<file path="config.mk">
export PLATFORM = sky130hd
export DESIGN_NAME = pter_top
export DESIGN_NICKNAME = d
export VERILOG_FILES = /design/src/verilog/pter_pkg.sv /design/src/verilog/pter_flag.sv /design/src/verilog/pter_sat_cnt.sv /design/src/verilog/pter_top.sv
export SDC_FILE = /design/constraint.sdc
export NUM_CORES = 1
export LEC_CHECK = 0
export BUFFER_PORTS_ARGS = -buffer_cell sky130_fd_sc_hd__buf_4
export CAP_MARGIN = 20
export CELL_PAD_IN_SITES_DETAIL_PLACEMENT = 1
export CELL_PAD_IN_SITES_GLOBAL_PLACEMENT = 1
export CORE_MARGIN = 2
export CORE_UTILIZATION = 36
export CTS_BUF_LIST = sky130_fd_sc_hd__clkbuf_16
export CTS_CLUSTER_SIZE = 10
export DETAILED_ROUTE_END_ITERATION = 8
export PLACE_DENSITY = 0.94
export REMOVE_ABC_BUFFERS = 1
export SYNTH_ARGS = -nofsm -noshare
export SYNTH_HDL_FRONTEND = slang
export SYNTH_HIERARCHICAL = 1
export SYNTH_SLANG_ARGS = --single-unit
</file>
<file path="constraint.sdc">
create_clock -name clk_i -period 4.5 [get_ports clk_i]
set_input_delay 0.675 -clock clk_i [delete_from_list [all_inputs] [get_ports clk_i]]
set_output_delay 0.675 -clock clk_i [all_outputs]
set_load 0.005 [all_outputs]
</file>
<file path="src/verilog/pter_pkg.sv">
package pter_pkg;

	// ----------------------------------------------------------------
	// Register byte offsets
	// ----------------------------------------------------------------
	localparam logic [11:0] PTER_PAR_STS_OFS  = 12'h0744; // Parity status.
	localparam logic [11:0] PTER_PAR_CTL_OFS  = 12'h0748; // Parity report control.
	localparam logic [11:0] PTER_PAR_CNT_OFS  = 12'h074c; // Parity count.
	localparam logic [11:0] PTER_PCHK_OFS     = 12'h0740; // Parity check disable.
	localparam logic [11:0] PTER_TO_STS_OFS   = 12'h0754; // Time-out status.
	localparam logic [11:0] PTER_TO_CTL_OFS   = 12'h0758; // Time-out report control.

	// ----------------------------------------------------------------
	// Field positions and reset values
	// ----------------------------------------------------------------
	localparam int          PTER_PAR_FLAG_BIT  = 0;        // Parity flag bit.
	localparam int          PTER_PCHK_BIT      = 0;        // Disable bit.
	localparam int          PTER_POSTED_BIT    = 0;        // Posted time-out bit.
	localparam int          PTER_NONPOSTED_BIT = 1;        // Non-posted bit.
	localparam int          PTER_COMPL_BIT     = 2;        // Completion bit.
	localparam int          PTER_INSERT_BIT    = 3;        // Inserted bit.
	localparam logic [1:0]  PTER_PAR_SEV_RST   = 2'h2;     // Parity severity reset.
	localparam logic [7:0]  PTER_TO_SEV_RST    = 8'h82;    // 7:6=2,5:4=0,3:2=0,1:0=2.
	localparam logic [7:0]  PTER_CNT_MAX       = 8'hff;    // Saturation value.

	// ----------------------------------------------------------------
	// Severity encoding
	// ----------------------------------------------------------------
	typedef enum logic [1:0] {
		PTER_SEV_NONE     = 2'b00,
		PTER_SEV_COR      = 2'b01,
		PTER_SEV_NONFATAL = 2'b10,
		PTER_SEV_FATAL    = 2'b11
	} pter_sev_t;

endpackage

</file>
<file path="src/verilog/pter_flag.sv">
`timescale 1ns/1ps
`default_nettype none

// ----------------------------------------------------------------
// Sticky W1C flag with rising-edge report pulse.
// ----------------------------------------------------------------
module pter_flag (
	input  wire logic clk_i,
	input  wire logic srst_i,
	input  wire logic en_i,
	input  wire logic set_i,
	input  wire logic clr_i,
	output logic      flag_o,
	output logic      rise_o
);

	logic flag_ff;   // Flag state.

	// Set wins over a clear in the same cycle so no event is lost.
	always_ff @(posedge clk_i) begin
		if (srst_i) begin
			flag_ff <= 1'b0;
		end else if (en_i) begin
			if (set_i) begin
				flag_ff <= 1'b1;
			end else if (clr_i) begin
				flag_ff <= 1'b0;
			end
		end
	end

	// A report is due only when the flag goes from zero to one.
	assign rise_o = en_i & set_i & ~flag_ff;
	assign flag_o = flag_ff;

endmodule // pter_flag

`default_nettype wire

</file>
<file path="src/verilog/pter_sat_cnt.sv">
`timescale 1ns/1ps
`default_nettype none

// ----------------------------------------------------------------
// Saturating counter, cleared by a read.
// ----------------------------------------------------------------
module pter_sat_cnt
	import pter_pkg::*;
#(
	parameter int W = 8
) (
	input  wire logic         clk_i,
	input  wire logic         srst_i,    // Sticky: only power-on reset.
	input  wire logic         en_i,
	input  wire logic         inc_i,
	input  wire logic         rd_clr_i,
	output logic [W-1:0]      cnt_o
);

	logic [W-1:0] cnt_ff;   // Count value.

	// An increment in the read cycle is lost by design: the read returned
	// the old value and clears, the same trade a single-port tally makes.
	always_ff @(posedge clk_i) begin
		if (srst_i) begin
			cnt_ff <= '0;
		end else if (en_i) begin
			if (rd_clr_i) begin
				cnt_ff <= '0;
			end else if (inc_i && (cnt_ff != {W{1'b1}})) begin
				cnt_ff <= cnt_ff + 1'b1;
			end
		end
	end

	assign cnt_o = cnt_ff;

endmodule // pter_sat_cnt

`default_nettype wire

</file>
<file path="src/verilog/pter_top.sv">
// Behaviour
// - Parity error sets status bit zero, W1C.
// - Parity severity two bits, reset nonfatal.
// - Report parity only on zero-to-one rise.
// - Eight-bit parity count saturates at FF.
// - Reading parity count clears it.
// - Posted age drop sets bit zero.
// - Non-posted age drop sets bit one.
// - Completion age drop sets bit two.
// - Inserted age drop sets bit three.
// - Posted severity bits 1:0, reset nonfatal.
// - Non-posted severity bits 3:2, reset none.
// - Completion severity bits 5:4, reset none.
// - Inserted severity bits 7:6, reset nonfatal.
// - Check disable keeps parity events from flag and count.
`timescale 1ns/1ps
`default_nettype none

module pter_top
	import pter_pkg::*;
(
	input  wire logic        clk_i,          // 25 MHz core clock.
	input  wire logic        srst_i,         // Hot reset, keeps sticky fields.
	input  wire logic        por_srst_i,     // Power-on reset, clears everything.
	input  wire logic        ce_i,           // Clock enable; low freezes state.
	// APB slave.
	input  wire logic        psel_i,
	input  wire logic        penable_i,
	input  wire logic        pwrite_i,
	input  wire logic [11:0] paddr_i,
	input  wire logic [31:0] pwdata_i,
	input  wire logic [3:0]  pstrb_i,
	output logic [31:0]      prdata_o,
	output logic             pready_o,
	output logic             pslverr_o,
	// Error events, one-cycle pulses.
	input  wire logic        parity_err_i,
	input  wire logic        posted_age_drop_i,
	input  wire logic        nonposted_age_drop_i,
	input  wire logic        completion_age_drop_i,
	input  wire logic        inserted_age_drop_i,
	// Error message request toward the root.
	output logic             msg_cor_o,
	output logic             msg_nonfatal_o,
	output logic             msg_fatal_o
);

	// ----------------------------------------------------------------
	// Bus decode
	// ----------------------------------------------------------------
	logic        acc;          // Access phase, one cycle, zero waits.
	logic        wr;           // Write taking effect.
	logic        rd;           // Read taking effect.
	logic        hit;          // Mapped address.
	logic        sts_wr;       // Write of parity status.
	logic        tsts_wr;      // Write of time-out status.
	logic        cnt_rd;       // Read of parity count.

	assign acc    = psel_i & penable_i & ce_i;
	assign wr     = acc & pwrite_i;
	assign rd     = acc & ~pwrite_i;

	// Address decode as an if chain.
	always_comb begin
		hit = 1'b0;
		if (paddr_i == PTER_PCHK_OFS) begin
			hit = 1'b1;
		end else if (paddr_i == PTER_PAR_STS_OFS) begin
			hit = 1'b1;
		end else if (paddr_i == PTER_PAR_CTL_OFS) begin
			hit = 1'b1;
		end else if (paddr_i == PTER_PAR_CNT_OFS) begin
			hit = 1'b1;
		end else if (paddr_i == PTER_TO_STS_OFS) begin
			hit = 1'b1;
		end else if (paddr_i == PTER_TO_CTL_OFS) begin
			hit = 1'b1;
		end
	end

	assign sts_wr  = wr & pstrb_i[0] & (paddr_i == PTER_PAR_STS_OFS);
	assign tsts_wr = wr & pstrb_i[0] & (paddr_i == PTER_TO_STS_OFS);
	assign cnt_rd  = rd & (paddr_i == PTER_PAR_CNT_OFS);

	// Zero wait states; unmapped addresses answer with an error.
	assign pready_o  = 1'b1;
	assign pslverr_o = psel_i & penable_i & ~hit;

	// ----------------------------------------------------------------
	// Control registers (sticky, power-on reset only, except parity severity)
	// ----------------------------------------------------------------
	logic       pchk_dis_ff;   // Parity check disable.
	logic [1:0] par_sev_ff;    // Parity severity.
	logic [7:0] to_sev_ff;     // Four time-out severities.

	// Sticky fields survive a hot reset; only power-on clears them.
	always_ff @(posedge clk_i) begin
		if (por_srst_i) begin
			pchk_dis_ff <= 1'b0;
			to_sev_ff   <= PTER_TO_SEV_RST;
		end else if (wr && pstrb_i[0]) begin
			if (paddr_i == PTER_PCHK_OFS) begin
				pchk_dis_ff <= pwdata_i[PTER_PCHK_BIT];
			end else if (paddr_i == PTER_TO_CTL_OFS) begin
				to_sev_ff <= pwdata_i[7:0];
			end
		end
	end

	// The parity severity is not sticky, so either reset returns it to
	// nonfatal; software must program it again after a hot reset.
	always_ff @(posedge clk_i) begin
		if (srst_i || por_srst_i) begin
			par_sev_ff <= PTER_PAR_SEV_RST;
		end else if (wr && pstrb_i[0] && (paddr_i == PTER_PAR_CTL_OFS)) begin
			par_sev_ff <= pwdata_i[1:0];
		end
	end

	// ----------------------------------------------------------------
	// Status flags
	// ----------------------------------------------------------------
	logic       par_set;        // Qualified parity event.
	logic       any_rst;        // Either reset clears non-sticky state.
	logic       par_flag;       // Parity flag.
	logic       par_rise;       // Parity flag rising.
	logic [3:0] to_set;         // Time-out events.
	logic [3:0] to_flag;        // Time-out flags.
	logic [3:0] to_rise;        // Time-out flags rising.
	logic [7:0] par_cnt;        // Parity count.

	// Disabled checking means no parity event reaches flag or count.
	assign par_set = parity_err_i & ~pchk_dis_ff;
	assign any_rst = srst_i | por_srst_i;

	assign to_set[PTER_POSTED_BIT]    = posted_age_drop_i;
	assign to_set[PTER_NONPOSTED_BIT] = nonposted_age_drop_i;
	assign to_set[PTER_COMPL_BIT]     = completion_age_drop_i;
	assign to_set[PTER_INSERT_BIT]    = inserted_age_drop_i;

	// Parity status flag, W1C.
	pter_flag u_par_flag (
		.clk_i  (clk_i),
		.srst_i (any_rst),
		.en_i   (ce_i),
		.set_i  (par_set),
		.clr_i  (sts_wr & pwdata_i[PTER_PAR_FLAG_BIT]),
		.flag_o (par_flag),
		.rise_o (par_rise)
	);

	// Four time-out flags, one module each.
	genvar g;
	generate
		for (g = 0; g < 4; g++) begin : g_to
			pter_flag u_to_flag (
				.clk_i  (clk_i),
				.srst_i (any_rst),
				.en_i   (ce_i),
				.set_i  (to_set[g]),
				.clr_i  (tsts_wr & pwdata_i[g]),
				.flag_o (to_flag[g]),
				.rise_o (to_rise[g])
			);
		end
	endgenerate

	// Parity count is sticky, so of the two resets only power-on clears it; a count read also clears it.
	pter_sat_cnt #(
		.W (8)
	) u_par_cnt (
		.clk_i    (clk_i),
		.srst_i   (por_srst_i),
		.en_i     (ce_i),
		.inc_i    (par_set),
		.rd_clr_i (cnt_rd),
		.cnt_o    (par_cnt)
	);

	// ----------------------------------------------------------------
	// Error message generation
	// ----------------------------------------------------------------
	logic [2:0] nxt_msg;     // Bit 0 cor, 1 nonfatal, 2 fatal.
	logic [2:0] msg_ff;      // Registered message pulses.

	// Each rising flag asks for the message its severity names.
	always_comb begin
		nxt_msg = 3'b000;
		if (par_rise) begin
			case (pter_sev_t'(par_sev_ff))
				PTER_SEV_COR:      nxt_msg[0] = 1'b1;
				PTER_SEV_NONFATAL: nxt_msg[1] = 1'b1;
				PTER_SEV_FATAL:    nxt_msg[2] = 1'b1;
				default:           nxt_msg = nxt_msg;
			endcase
		end
		for (int i = 0; i < 4; i++) begin
			if (to_rise[i]) begin
				case (pter_sev_t'(to_sev_ff[2*i +: 2]))
					PTER_SEV_COR:      nxt_msg[0] = 1'b1;
					PTER_SEV_NONFATAL: nxt_msg[1] = 1'b1;
					PTER_SEV_FATAL:    nxt_msg[2] = 1'b1;
					default:           nxt_msg = nxt_msg;
				endcase
			end
		end
	end

	// Messages are one-cycle pulses after the rising event.
	always_ff @(posedge clk_i) begin
		if (any_rst) begin
			msg_ff <= 3'b000;
		end else if (ce_i) begin
			msg_ff <= nxt_msg;
		end
	end

	assign msg_cor_o      = msg_ff[0];
	assign msg_nonfatal_o = msg_ff[1];
	assign msg_fatal_o    = msg_ff[2];

	// ----------------------------------------------------------------
	// Read data
	// ----------------------------------------------------------------
	logic [31:0] nxt_rdata;   // Read mux.
	logic [31:0] rdata_ff;    // Registered read data.

	// Reserved bits read zero; unmapped reads return zero.
	always_comb begin
		nxt_rdata = 32'h0000_0000;
		if (paddr_i == PTER_PCHK_OFS) begin
			nxt_rdata[PTER_PCHK_BIT] = pchk_dis_ff;
		end else if (paddr_i == PTER_PAR_STS_OFS) begin
			nxt_rdata[PTER_PAR_FLAG_BIT] = par_flag;
		end else if (paddr_i == PTER_PAR_CTL_OFS) begin
			nxt_rdata[1:0] = par_sev_ff;
		end else if (paddr_i == PTER_PAR_CNT_OFS) begin
			nxt_rdata[7:0] = par_cnt;
		end else if (paddr_i == PTER_TO_STS_OFS) begin
			nxt_rdata[3:0] = to_flag;
		end else if (paddr_i == PTER_TO_CTL_OFS) begin
			nxt_rdata[7:0] = to_sev_ff;
		end
	end

	// Data is captured in the setup cycle so it is stable in access phase;
	// the count read returns the pre-clear value that way.
	always_ff @(posedge clk_i) begin
		if (any_rst) begin
			rdata_ff <= 32'h0000_0000;
		end else if (ce_i && psel_i && !penable_i) begin
			rdata_ff <= nxt_rdata;
		end
	end

	assign prdata_o = rdata_ff;

endmodule // pter_top

`default_nettype wire
</file>
==> metrics.md, run 1 <==
| Metric | Value |
|---|---|
| Routed wire length | 7140 µm |
| WHS Path Cells | 2 |
| Main combinational cell family by area after synthesis | simple AND/OR/NAND/NOR gates |
| Worst path max stage delay | 0.75 ns |
| Layout Area Growth over Synthesis | 18.4% |
| Ratio of cells with drive above 1 in the final layout | 21.9% |
| N_diodes | 0 |
| Clock Tree Buf Depth | 2 |
| # setup viols final | 0 |
| Main synth FF type | dfxtp_1 |
| Register area share after synthesis | 30.5% |
| Initial antenna violation count | 0 |
| Vias | 2355 |
| Die footprint | 0.00704 mm² |
| Root buf cell | clkbuf_16 |
| Ports | 97 |
| Reg2reg end | msg_ff[0]$_SDFFE_PP0P_ |
| First-pass GRT wire length | 11900 µm |
| PD cells | 271 mW/mm² |
| HP Class | flop to flop |
| DRC | 0 |
| Yosys cell types | 61 |
| Initial core utilization | 36.6% |
| Peak Freq | 341 MHz |
| CTS buffer count | 5 |
| Hold WS | 0.450 ns |
| Comb power frac | 11.7% |
| RSZ-0062 raised after global routing | no |
| FFs w/ async S/R, synth | 0% |
| Flop pwr share | 43.0% |
| Max-slew violations | 0 |
| Via-to-Cell Ratio | 5.74 |
| CTS Sinks | 35 |
| Die width | 83.9 µm |
| Mux share of post-synthesis cell area | 0.871% |
| Synth Area in Adders | 0.544% |
| Clock power share | 45.3% |
| Cts repair resizes | 0 |
| Reg2Reg Depth | 7 |
| Port Buffers | 44 |
| Yosys top cell area share | 30.5% |
| Synthesized flop and latch total | 35 |
| Syn Area/Cell | 7.82 µm² |
| Largest net degree at the start of global routing | 34 |
| Simple-Gate Fraction of Synth Area | 33.2% |
| Num rows | 29 |
| Pleak | 1.03 nW |
| Routed length per instance | 17.4 µm |
| Int Power | 0.000551 W |
| Total GRT Usage | 20.7% |
| Crit Path Category | input port to flop |
| Cell count after synthesis | 294 |
| DRT iter0 DRCs | 260 |
| CP required | 4.67 ns |
| Max Cap Violations | 0 |
| Final net count | 393 |
| Post-route cell area | 0.00272 mm² |
| Core ar. | 0.00628 mm² |
| Final ANT Viol Nets | 0 |
| Final period util | 65.1% |
| Critical path startpoint category | input port |
| Setup total negative slack | 0 ns |
| Top post-synthesis cells by area | dfxtp_1 (30%), buf_4 (8.5%), nand2_1 (5.9%) |
| Vias in the first global route | 2476 |
| Post-DP Area | 0.00258 mm² |
| Pwr Total | 0.000738 W |
| CP Capture Type | flop |
| Synth Area in XOR/XNOR | 0% |
| Synth top cells by count | nand2_1 (36), dfxtp_1 (35), buf_4 (26) |
| Worst skew pair latency | 0.28 ns |
| Synth warn | 6 |
| Global route overflow | 0 |
| Worst path slowest cell | nor3_1 |
| H-tree depth | 2 |
| Final GP Congestion | 0.878 |
| Reg2Reg Launch Point | pchk_dis_ff$_SDFFE_PP0P_ |
| Endpoint, Worst Hold | prdata_o[2]$_SDFFE_PP0P_ |
| Final hold viol count | 0 |
| Critical Path Fanout Max | 8 |
| Most common cell in the netlist | nand2_1 |
| Min Tclk post-route | 2.93 ns |
| Mapped cell area | 0.00230 mm² |
| TritonCTS clock tree | built |
| Status | finished, final reports clean |
| Clock skew | 0.00422 ns |
| Clk slew on worst S/H paths | 0.06 ns |
| HP Start | prdata_o[2]$_SDFFE_PP0P_ |
| CP Cell Sequence | buf_4, nand4bb_2, or4_1, nor3_1, nand2_1, o21a_1, a32o_1 |
| Synth Area in Compound Gates | 23.4% |
| TritonRoute pass-1 iters | 5 |
| Hpwl dp | 5030 µm |
| Yosys top cell by area | dfxtp_1 |
| Psw | 0.000187 W |
| Worst slew margin | 40.4% |
| Die H | 83.9 µm |
| Hold buffers post-CTS | 0 |
| Worst slew pin tran | 0.887 ns |
| Maximum VDD drop | 0.000158 V |
| Setup Buffers After CTS | 0 |
| Sw Ratio | 25.4% |
| EDFF count, synth | 0 |
| R2r setup slk | 2.80 ns |
| Worst endpoint data arrival time | 3.10 ns |
==> sequential cells by signal, summed over array words and instances (netlist names) <==
| name | count |
|---|---|
| par_sev_ff | 2 |
| to_sev_ff | 8 |
| g_to.u_to_flag/flag_o | 4 |
| u_par_cnt/cnt_o | 8 |
| u_par_flag/flag_o | 1 |
| prdata_o | 8 |
| pchk_dis_ff | 1 |
| msg_ff | 3 |
==> layout by cell type, fill, tap and decap left out, types with 5 or more instances in the layout <==
master,n
nor3_1,11
a21bo_1,5
clkbuf_16,5
nand3_1,17
dfxtp_1,35
nand3b_1,6
nor2b_1,6
nand2_1,36
nor2_1,15
a21oi_2,5
inv_1,5
o21ai_1,17
buf_4,45
and3_1,5
conb_1,25
and2_1,6
o21ai_0,7
a21oi_1,17
==> per-layer routing <==
layer	GRT usage [%]	vias to the layer above	wire, µm
met5	0	-	0
met4	6.74	0	101
met3	4.15	10	472
met2	36.9	108	3600
met1	24.8	1142	2960
li1	-	1095	-
==> cell families after synthesis <==
family,after synthesis
flip-flops,35
adder cells (fa/ha/maj),1
AO/OA/AOI/OAI,80
AND/OR/NAND/NOR,132
other,2
buffers and inverters,42
multiplexers,2
==> cell type report <==
cell class	instances	area (µm²)
multi-input cells	240	1430
fillers	788	3550
repair buffers	45	338
inverters	5	18.8
clock buffers	5	125
flip-flops and latches	35	701
well taps	77	96.3
clock inverters	3	16.3
==> critical path, delay by kind of cell <==
kind                   cells  cell delay (ns)
AO/OA/AOI/OAI              2             0.43
AND/OR/NAND/NOR            4             1.88
buffers and inverters      1             0.11
==> worst max-delay path by stage <==
stage               slack (ns)                              end  startpoint
floorplan                 1.84  u_par_cnt/cnt_o[1]$_SDFFE_PP0P_  paddr_i[5]
global placement          1.36  u_par_cnt/cnt_o[1]$_SDFFE_PP0P_  paddr_i[5]
detailed placement        1.33  u_par_cnt/cnt_o[1]$_SDFFE_PP0P_  paddr_i[5]
CTS                       1.59  u_par_cnt/cnt_o[1]$_SDFFE_PP0P_  paddr_i[5]
global route              1.36  u_par_cnt/cnt_o[1]$_SDFFE_PP0P_  paddr_i[5]
finish                    1.57  u_par_cnt/cnt_o[1]$_SDFFE_PP0P_  paddr_i[5]
==> power by group through the flow <==
stage,Sequential [W],Combinational [W],Clock [W]
floorplan,0.000323,0.0000363,0
global placement,0.000323,0.0000807,0
detailed placement,0.000324,0.0000835,0
CTS,0.000317,0.0000850,0.000340
global route,0.000317,0.0000945,0.000353
finish,0.000317,0.0000862,0.000335
==> metrics by stage <==
stage	setup WS, ns	std cells	utilization [%]
floorplan	1.84	280	-
CTS	1.59	410	43.4
global route	1.36	410	43.4
finish	1.57	410	43.4
detailed placement	1.33	402	41.1
global placement	1.36	402	41.1
Power figures use the tool's default switching activity.
==> run 2: changes to the inputs <==
ABC_AREA = 1   (was default)
CORE_UTILIZATION = 29   (was 36)
PLACE_DENSITY = 0.85   (was 0.94)
clock period = 2.48 ns   (was 4.5 ns; I/O delays follow)
==> metrics.md, run 2 <==
| Metric | Value |
|---|---|
| CP startpoint | paddr_i[0] |
| Die H | 93.9 µm (+12%) |
| N_diodes | 0 (unchanged) |
| CP Capture Type | primary output |
| Pleak | 1.28 nW (+24%) |
| Hold buffers post-CTS | 0 (unchanged) |
| Synthesized flop and latch total | 35 (unchanged) |
| Vias in the first global route | 2403 (-2.9%) |
| Routed wire length | 6990 µm (-2.1%) |
| Worst skew pair latency | 0.28 ns (about the same) |
| Synth warn | 6 (unchanged) |
| PD cells | 540 mW/mm² (+100%) |
| Reg2Reg Launch Point | u_par_cnt/cnt_o[0]$_SDFFE_PP0P_ |
| RSZ-0062 raised after global routing | no |
| Yosys cell types | 37 (-39%) |
| Ratio of cells with drive above 1 in the final layout | 22.7% (+0.79 points) |
| Cts repair resizes | 0 (unchanged) |
| Clock Tree Buf Depth | 2 (unchanged) |
| H-tree depth | 2 (unchanged) |
| Clock skew | 0.00482 ns (+0.000600 ns) |
| Hpwl dp | 5280 µm (+4.9%) |
| Total GRT Usage | 16.1% (-4.6 points) |
| Global route overflow | 0 (unchanged) |
| R2r setup slk | 0.93 ns (-1.87 ns) |
| HP Class | input port to flop |
| CP required | 2.11 ns (-2.56 ns) |
| Setup total negative slack | 0 ns (unchanged) |
| Post-route cell area | 0.00289 mm² (+5.9%) |
| Critical path startpoint category | input port |
| Status | finished, final reports clean |
| DRT iter0 DRCs | 73 (-72%) |
| Final GP Congestion | 0.883 (+0.56%) |
| Yosys top cell area share | 29.9% (-0.55 points) |
| Setup Buffers After CTS | 0 (unchanged) |
| Ports | 97 (unchanged) |
| FFs w/ async S/R, synth | 0% (unchanged) |
| Most common cell in the netlist | nand2_1 |
| Syn Area/Cell | 6.62 µm² (-15%) |
| Port Buffers | 44 (unchanged) |
| Crit Path Category | input port to primary output |
| HP Start | pwdata_i[7] |
| First-pass GRT wire length | 11200 µm (-6.1%) |
| # setup viols final | 0 (unchanged) |
| Final net count | 465 (+18%) |
| Root buf cell | clkbuf_16 |
| Peak Freq | 518 MHz |
| DRC | 0 (unchanged) |
| Initial core utilization | 30.2% (-6.5 points) |
| Min Tclk post-route | 1.93 ns |
| CTS Sinks | 35 (unchanged) |
| Die footprint | 0.00881 mm² (+25%) |
| Yosys top cell by area | dfxtp_1 |
| Via-to-Cell Ratio | 4.68 (-18%) |
| Max Cap Violations | 0 (unchanged) |
| Fill cells | 1020 (+29%) |
| Largest net degree at the start of global routing | 28 (-18%) |
| Final ANT Viol Nets | 0 (unchanged) |
| Vias | 2375 (+0.85%) |
| Core ar. | 0.00777 mm² (+24%) |
| Worst endpoint data arrival time | 1.56 ns (-1.54 ns) |
| Routed length per instance | 13.8 µm (-21%) |
| Max-slew violations | 0 (unchanged) |
| Top post-synthesis cells by area | dfxtp_1 (30%), nand2_1 (14%), buf_4 (8.0%) |
| Cell count after synthesis | 354 (+20%) |
| Mapped cell area | 0.00234 mm² (+1.8%) |
| Critical Path Fanout Max | 4 (-4) |
| EDFF count, synth | 0 (unchanged) |
| Synth top cells by count | nand2_1 (90), inv_1 (38), nor2_1 (36) |
| Layout Area Growth over Synthesis | 23.2% |
| Num rows | 32 (+10%) |
| Final hold viol count | 0 (unchanged) |
| Final period util | 77.8% |
| Main synth FF type | dfxtp_1 |
| CTS buffer count | 5 (unchanged) |
| Maximum VDD drop | 0.000220 V (+39%) |
| Die width | 93.9 µm (+12%) |
| Non-Filler Instances | 507 (+24%) |
| Commonest non-fill, non-tap cell in the layout | nand2_1 |
| TritonCTS clock tree | built |
| TritonRoute pass-1 iters | 4 (-1) |
| Clk slew on worst S/H paths | 0.06 ns (about the same) |
| Most frequent cells in the layout | nand2_1 (90), buf_4 (47), inv_1 (39), nor2_1 (36), dfxtp_1 (35) |
| Register area share after synthesis | 29.9% (-0.55 points) |
| Initial antenna violation count | 0 (unchanged) |
| Post-DP Area | 0.00270 mm² (+4.4%) |
| Dpl cells | 499 (+24%) |
## run 2: changes by cell type after synthesis, sizes merged, moves of 5 or more
| cell | delta |
|---|---|
| a21bo | -5 |
| and2 | -6 |
| nand2 | +63 |
| nor2 | +30 |
| nor2b | -6 |
| nor3 | -8 |
| nand3b | -7 |
| clkbuf | -6 |
| o21ai | -5 |
| and3 | -5 |
| a21oi | +8 |
| nand3 | +6 |
| inv | +40 |
## run 2: cell families after synthesis
family          after synthesis  share of synthesized area (%)
compound gates               64                           17.1
fa+ha+maj                     1                          0.534
buf+inv                      73                           16.7
flops                        35                           29.9
other cells                   2                          0.321
simple gates                179                           35.4
## run 2: area by class of cell
type	instances	area, µm²	area share, %
repair buffers	47	353	12.2
clock inverters	3	63.8	2.21
flip-flops and latches	35	701	24.3
inverters	46	178	6.16
well taps	102	128	4.42
multi-input cells	269	1340	46.4
clock buffers	5	125	4.34
## run 2: where the power goes
group	switching (W)	total, W	leakage (nW)	internal (W)
clock	0.000240	0.000812	0.0952	0.000572
sequential	0.0000102	0.000583	0.284	0.000573
combinational	0.0000992	0.000164	0.903	0.0000650
## run 2: routing by layer
| metal | track usage, % | up-vias | part of all wire (%) |
|---|---|---|---|
| li1 | - | 1193 | - |
| met1 | 19.1 | 1107 | 43 |
| met2 | 29.0 | 68 | 50 |
| met3 | 3.61 | 7 | 5.5 |
| met4 | 4.23 | 0 | 0.97 |
| met5 | 0 | - | 0 |
## run 2: worst max-delay path: stages
cell	delay, ns
buf_4	0.11
inv_1	0.04
nand2_1	0.14
nor2_1	0.25
nand2_1	0.15
inv_1	0.14
nand2_1	0.10
nand2_1	0.08
a211oi_1	0.05
buf_4	0.14
## run 2: path summary, 6_finish.rpt
| kind | end | depth (start not counted) |
|---|---|---|
| setup / recovery | pslverr_o | 10 |
| hold / removal | to_sev_ff[7]$_SDFFE_PP1P_ | 3 |
| setup reg to reg | u_par_cnt/cnt_o[7]$_SDFFE_PP0P_ | 10 |
| hold reg to reg | prdata_o[7]$_SDFFE_PP0P_ | 2 |
## run 2: metrics by stage
step	setup slack, ns	hold WS, ns	utilization [%]	total power (W)
after detailed placement	0.420	0.461	34.7	0.000758
after global routing	0.424	0.320	37.1	0.00162
after floorplan	0.581	0.441	-	0.000678
after global placement	0.475	0.458	34.7	0.000753
after CTS	0.535	0.316	37.1	0.00157
final	0.550	0.314	37.1	0.00156
==> run 3: changes to the inputs <==
ABC_AREA = 0   (was 1)
CORE_UTILIZATION = 30   (was 29)
clock period = 1.65 ns   (was 2.48 ns; I/O delays follow)
==> metrics.md, run 3 (synthesis results as in run 1) <==
| Metric | Value |
|---|---|
| Vias | 2425 (+2.1%) |
| Vias in the first global route | 2515 (+4.7%) |
| Multi-input logic area | 0.00149 mm² (+12%) |
| Num rows | 31 (-3.1%) |
| Non-Filler Instances | 454 (-10%) |
| Crit Path Category | input port to flop |
| Port Buffers | 44 (unchanged) |
| Die H | 91.6 µm (-2.5%) |
| Critical path startpoint category | input port |
| Layout Area Growth over Synthesis | 31.3% |
| Min Tclk post-route | 1.67 ns |
| Fill cells | 889 (-13%) |
| Ratio of cells with drive above 1 in the final layout | 28.7% (+6.0 points) |
| CTS Sinks | 35 (unchanged) |
| Critical Path Fanout Max | 3 (-1) |
| Ports | 97 (unchanged) |
| Clk slew on worst S/H paths | 0.05 ns (about the same) |
| Die footprint | 0.00838 mm² (-4.9%) |
| Max Cap Violations | 0 (unchanged) |
| Root buf cell | clkbuf_16 |
| Hpwl dp | 5620 µm (+6.5%) |
| H-tree depth | 2 (unchanged) |
| Pleak | 1.18 nW (-8.0%) |
| Global route overflow | 0 (unchanged) |
| RSZ-0062 raised after global routing | yes |
| Core ar. | 0.00733 mm² (-5.6%) |
| Die width | 91.6 µm (-2.5%) |
| Final period util | 101% |
| DRC | 0 (unchanged) |
| PD cells | 732 mW/mm² (+36%) |
| Initial core utilization | 31.4% (+1.2 points) |
| Final worst setup slack | -0.0198 ns (-0.569 ns) |
| HP Class | input port to flop |
| Max-slew violations | 0 (unchanged) |
| CTS buffer count | 5 (unchanged) |
| Failing checks | setup timing |
| Final net count | 415 (-11%) |
| Peak Freq | 599 MHz |
| Via-to-Cell Ratio | 5.34 (+14%) |
| Initial antenna violation count | 0 (unchanged) |
| # setup viols final | 1 (+1) |
| Worst endpoint data arrival time | 1.83 ns (+0.27 ns) |
| TritonRoute pass-1 iters | 4 (unchanged) |
| Routed wire length | 8030 µm (+15%) |
| Final ANT Viol Nets | 0 (unchanged) |
| Final GP Congestion | 0.878 (-0.60%) |
| Most frequent cells in the layout | buf_4 (63), nand2_1 (36), dfxtp_1 (35), conb_1 (25) |
| DRT iter0 DRCs | 170 (+130%) |
| Status | complete, but fails checks |
| CP Capture Type | flop |
| TritonCTS clock tree | built |
| Hold buffers post-CTS | 0 (unchanged) |
| Routed length per instance | 17.7 µm (+28%) |
| N_diodes | 0 (unchanged) |
| Clock Tree Buf Depth | 2 (unchanged) |
| Clock skew | 0.00310 ns (-0.00172 ns) |
| Commonest non-fill, non-tap cell in the layout | buf_4 |
| Final Util | 41.2% (+4.0 points) |
| Dpl cells | 444 (-11%) |
| Maximum VDD drop | 0.000359 V (+63%) |
| CP required | 1.81 ns (-0.30 ns) |
| Final hold viol count | 0 (unchanged) |
| Seq. cell area | 701 µm² (unchanged) |
| Worst skew pair latency | 0.28 ns (about the same) |
| First-pass GRT wire length | 13000 µm (+16%) |
| Total GRT Usage | 19.5% (+3.4 points) |
| Largest net degree at the start of global routing | 20 (-29%) |
[run 3: cell types whose count changed in the layout (fill, tap and decap cells not counted), sizes merged, moves of 5 or more]
cell    delta
a21bo      +5
a21oi      -8
and2       +6
and3       +5
buf       +20
inv       -41
nand2     -63
nand3      -6
nand3b     +7
nor2      -30
nor2b      +6
nor3       +8
o21ai      +5
[run 3: path summary, 6_finish.rpt]
kind                                         from                         endpoint  slack, ns  cells after the start
setup / recovery                       paddr_i[7]  u_par_cnt/cnt_o[3]$_SDFFE_PP0P_      -0.02                      8
hold reg to reg          prdata_o[5]$_SDFFE_PP0P_         prdata_o[5]$_SDFFE_PP0P_       0.46                      2
setup reg to reg  u_par_cnt/cnt_o[0]$_SDFFE_PP0P_  u_par_cnt/cnt_o[2]$_SDFFE_PP0P_       0.12                      5
hold / removal                        pwdata_i[4]        to_sev_ff[4]$_SDFFE_PP0P_       0.24                      3
[run 3: through the flow]
step | instance area (µm²) | setup TNS [ns] | hold WS (ns) | power, W | setup WS (ns)
floorplan | 2150 | -3.31 | 0.314 | 0.000979 | -0.583
global placement | 2760 | -4.63 | 0.426 | 0.00113 | -0.447
detailed placement | 2760 | -5.52 | 0.450 | 0.00114 | -0.486
CTS | 2970 | 0 | 0.236 | 0.00221 | 0.00608
global route | 3020 | -0.196 | 0.249 | 0.00228 | -0.0767
finish | 3020 | -0.0198 | 0.236 | 0.00221 | -0.0198
[run 3: where the power goes]
group / internal, W / switching [W] / leakage, nW
sequential: 0.000855 / 0.00000664 / 0.283
clock: 0.000704 / 0.000357 / 0.0812
combinational: 0.000128 / 0.000161 / 0.815
total: 0.00169 / 0.000524 / 1.18
[run 3: critical path, cell delays in order]
cell       delay, ns
buf_6           0.09
nand4bb_4       0.21
or4_4           0.54
nor3_4          0.23
nand2b_4        0.18
nor2_4          0.04
mux2i_1         0.17
a21oi_1         0.11
[run 3: timing repair]
item / CTS / global route
gates resized for setup: 5 / 10
pin swaps: 2 / 7
setup buffers: 1 / 1
setup endpoints to repair: 7 / 6
[run 3: final cells by class]
class	count	share of cell area [%]
multi-input cells	240	49.5
flip-flops and latches	35	23.2
repair buffers	67	17.2
clock buffers	5	4.14
well taps	99	4.10
clock inverters	3	1.28
inverters	5	0.622
[run 3: layer usage]
metal  vias to the layer above  global-route usage (%)  wire, µm
met4                         0                    7.95       204
met2                        87                    32.7      4000
met3                        17                    3.24       392
met5                         -                       0         0
li1                       1139                       -         -
met1                      1182                    24.7      3430
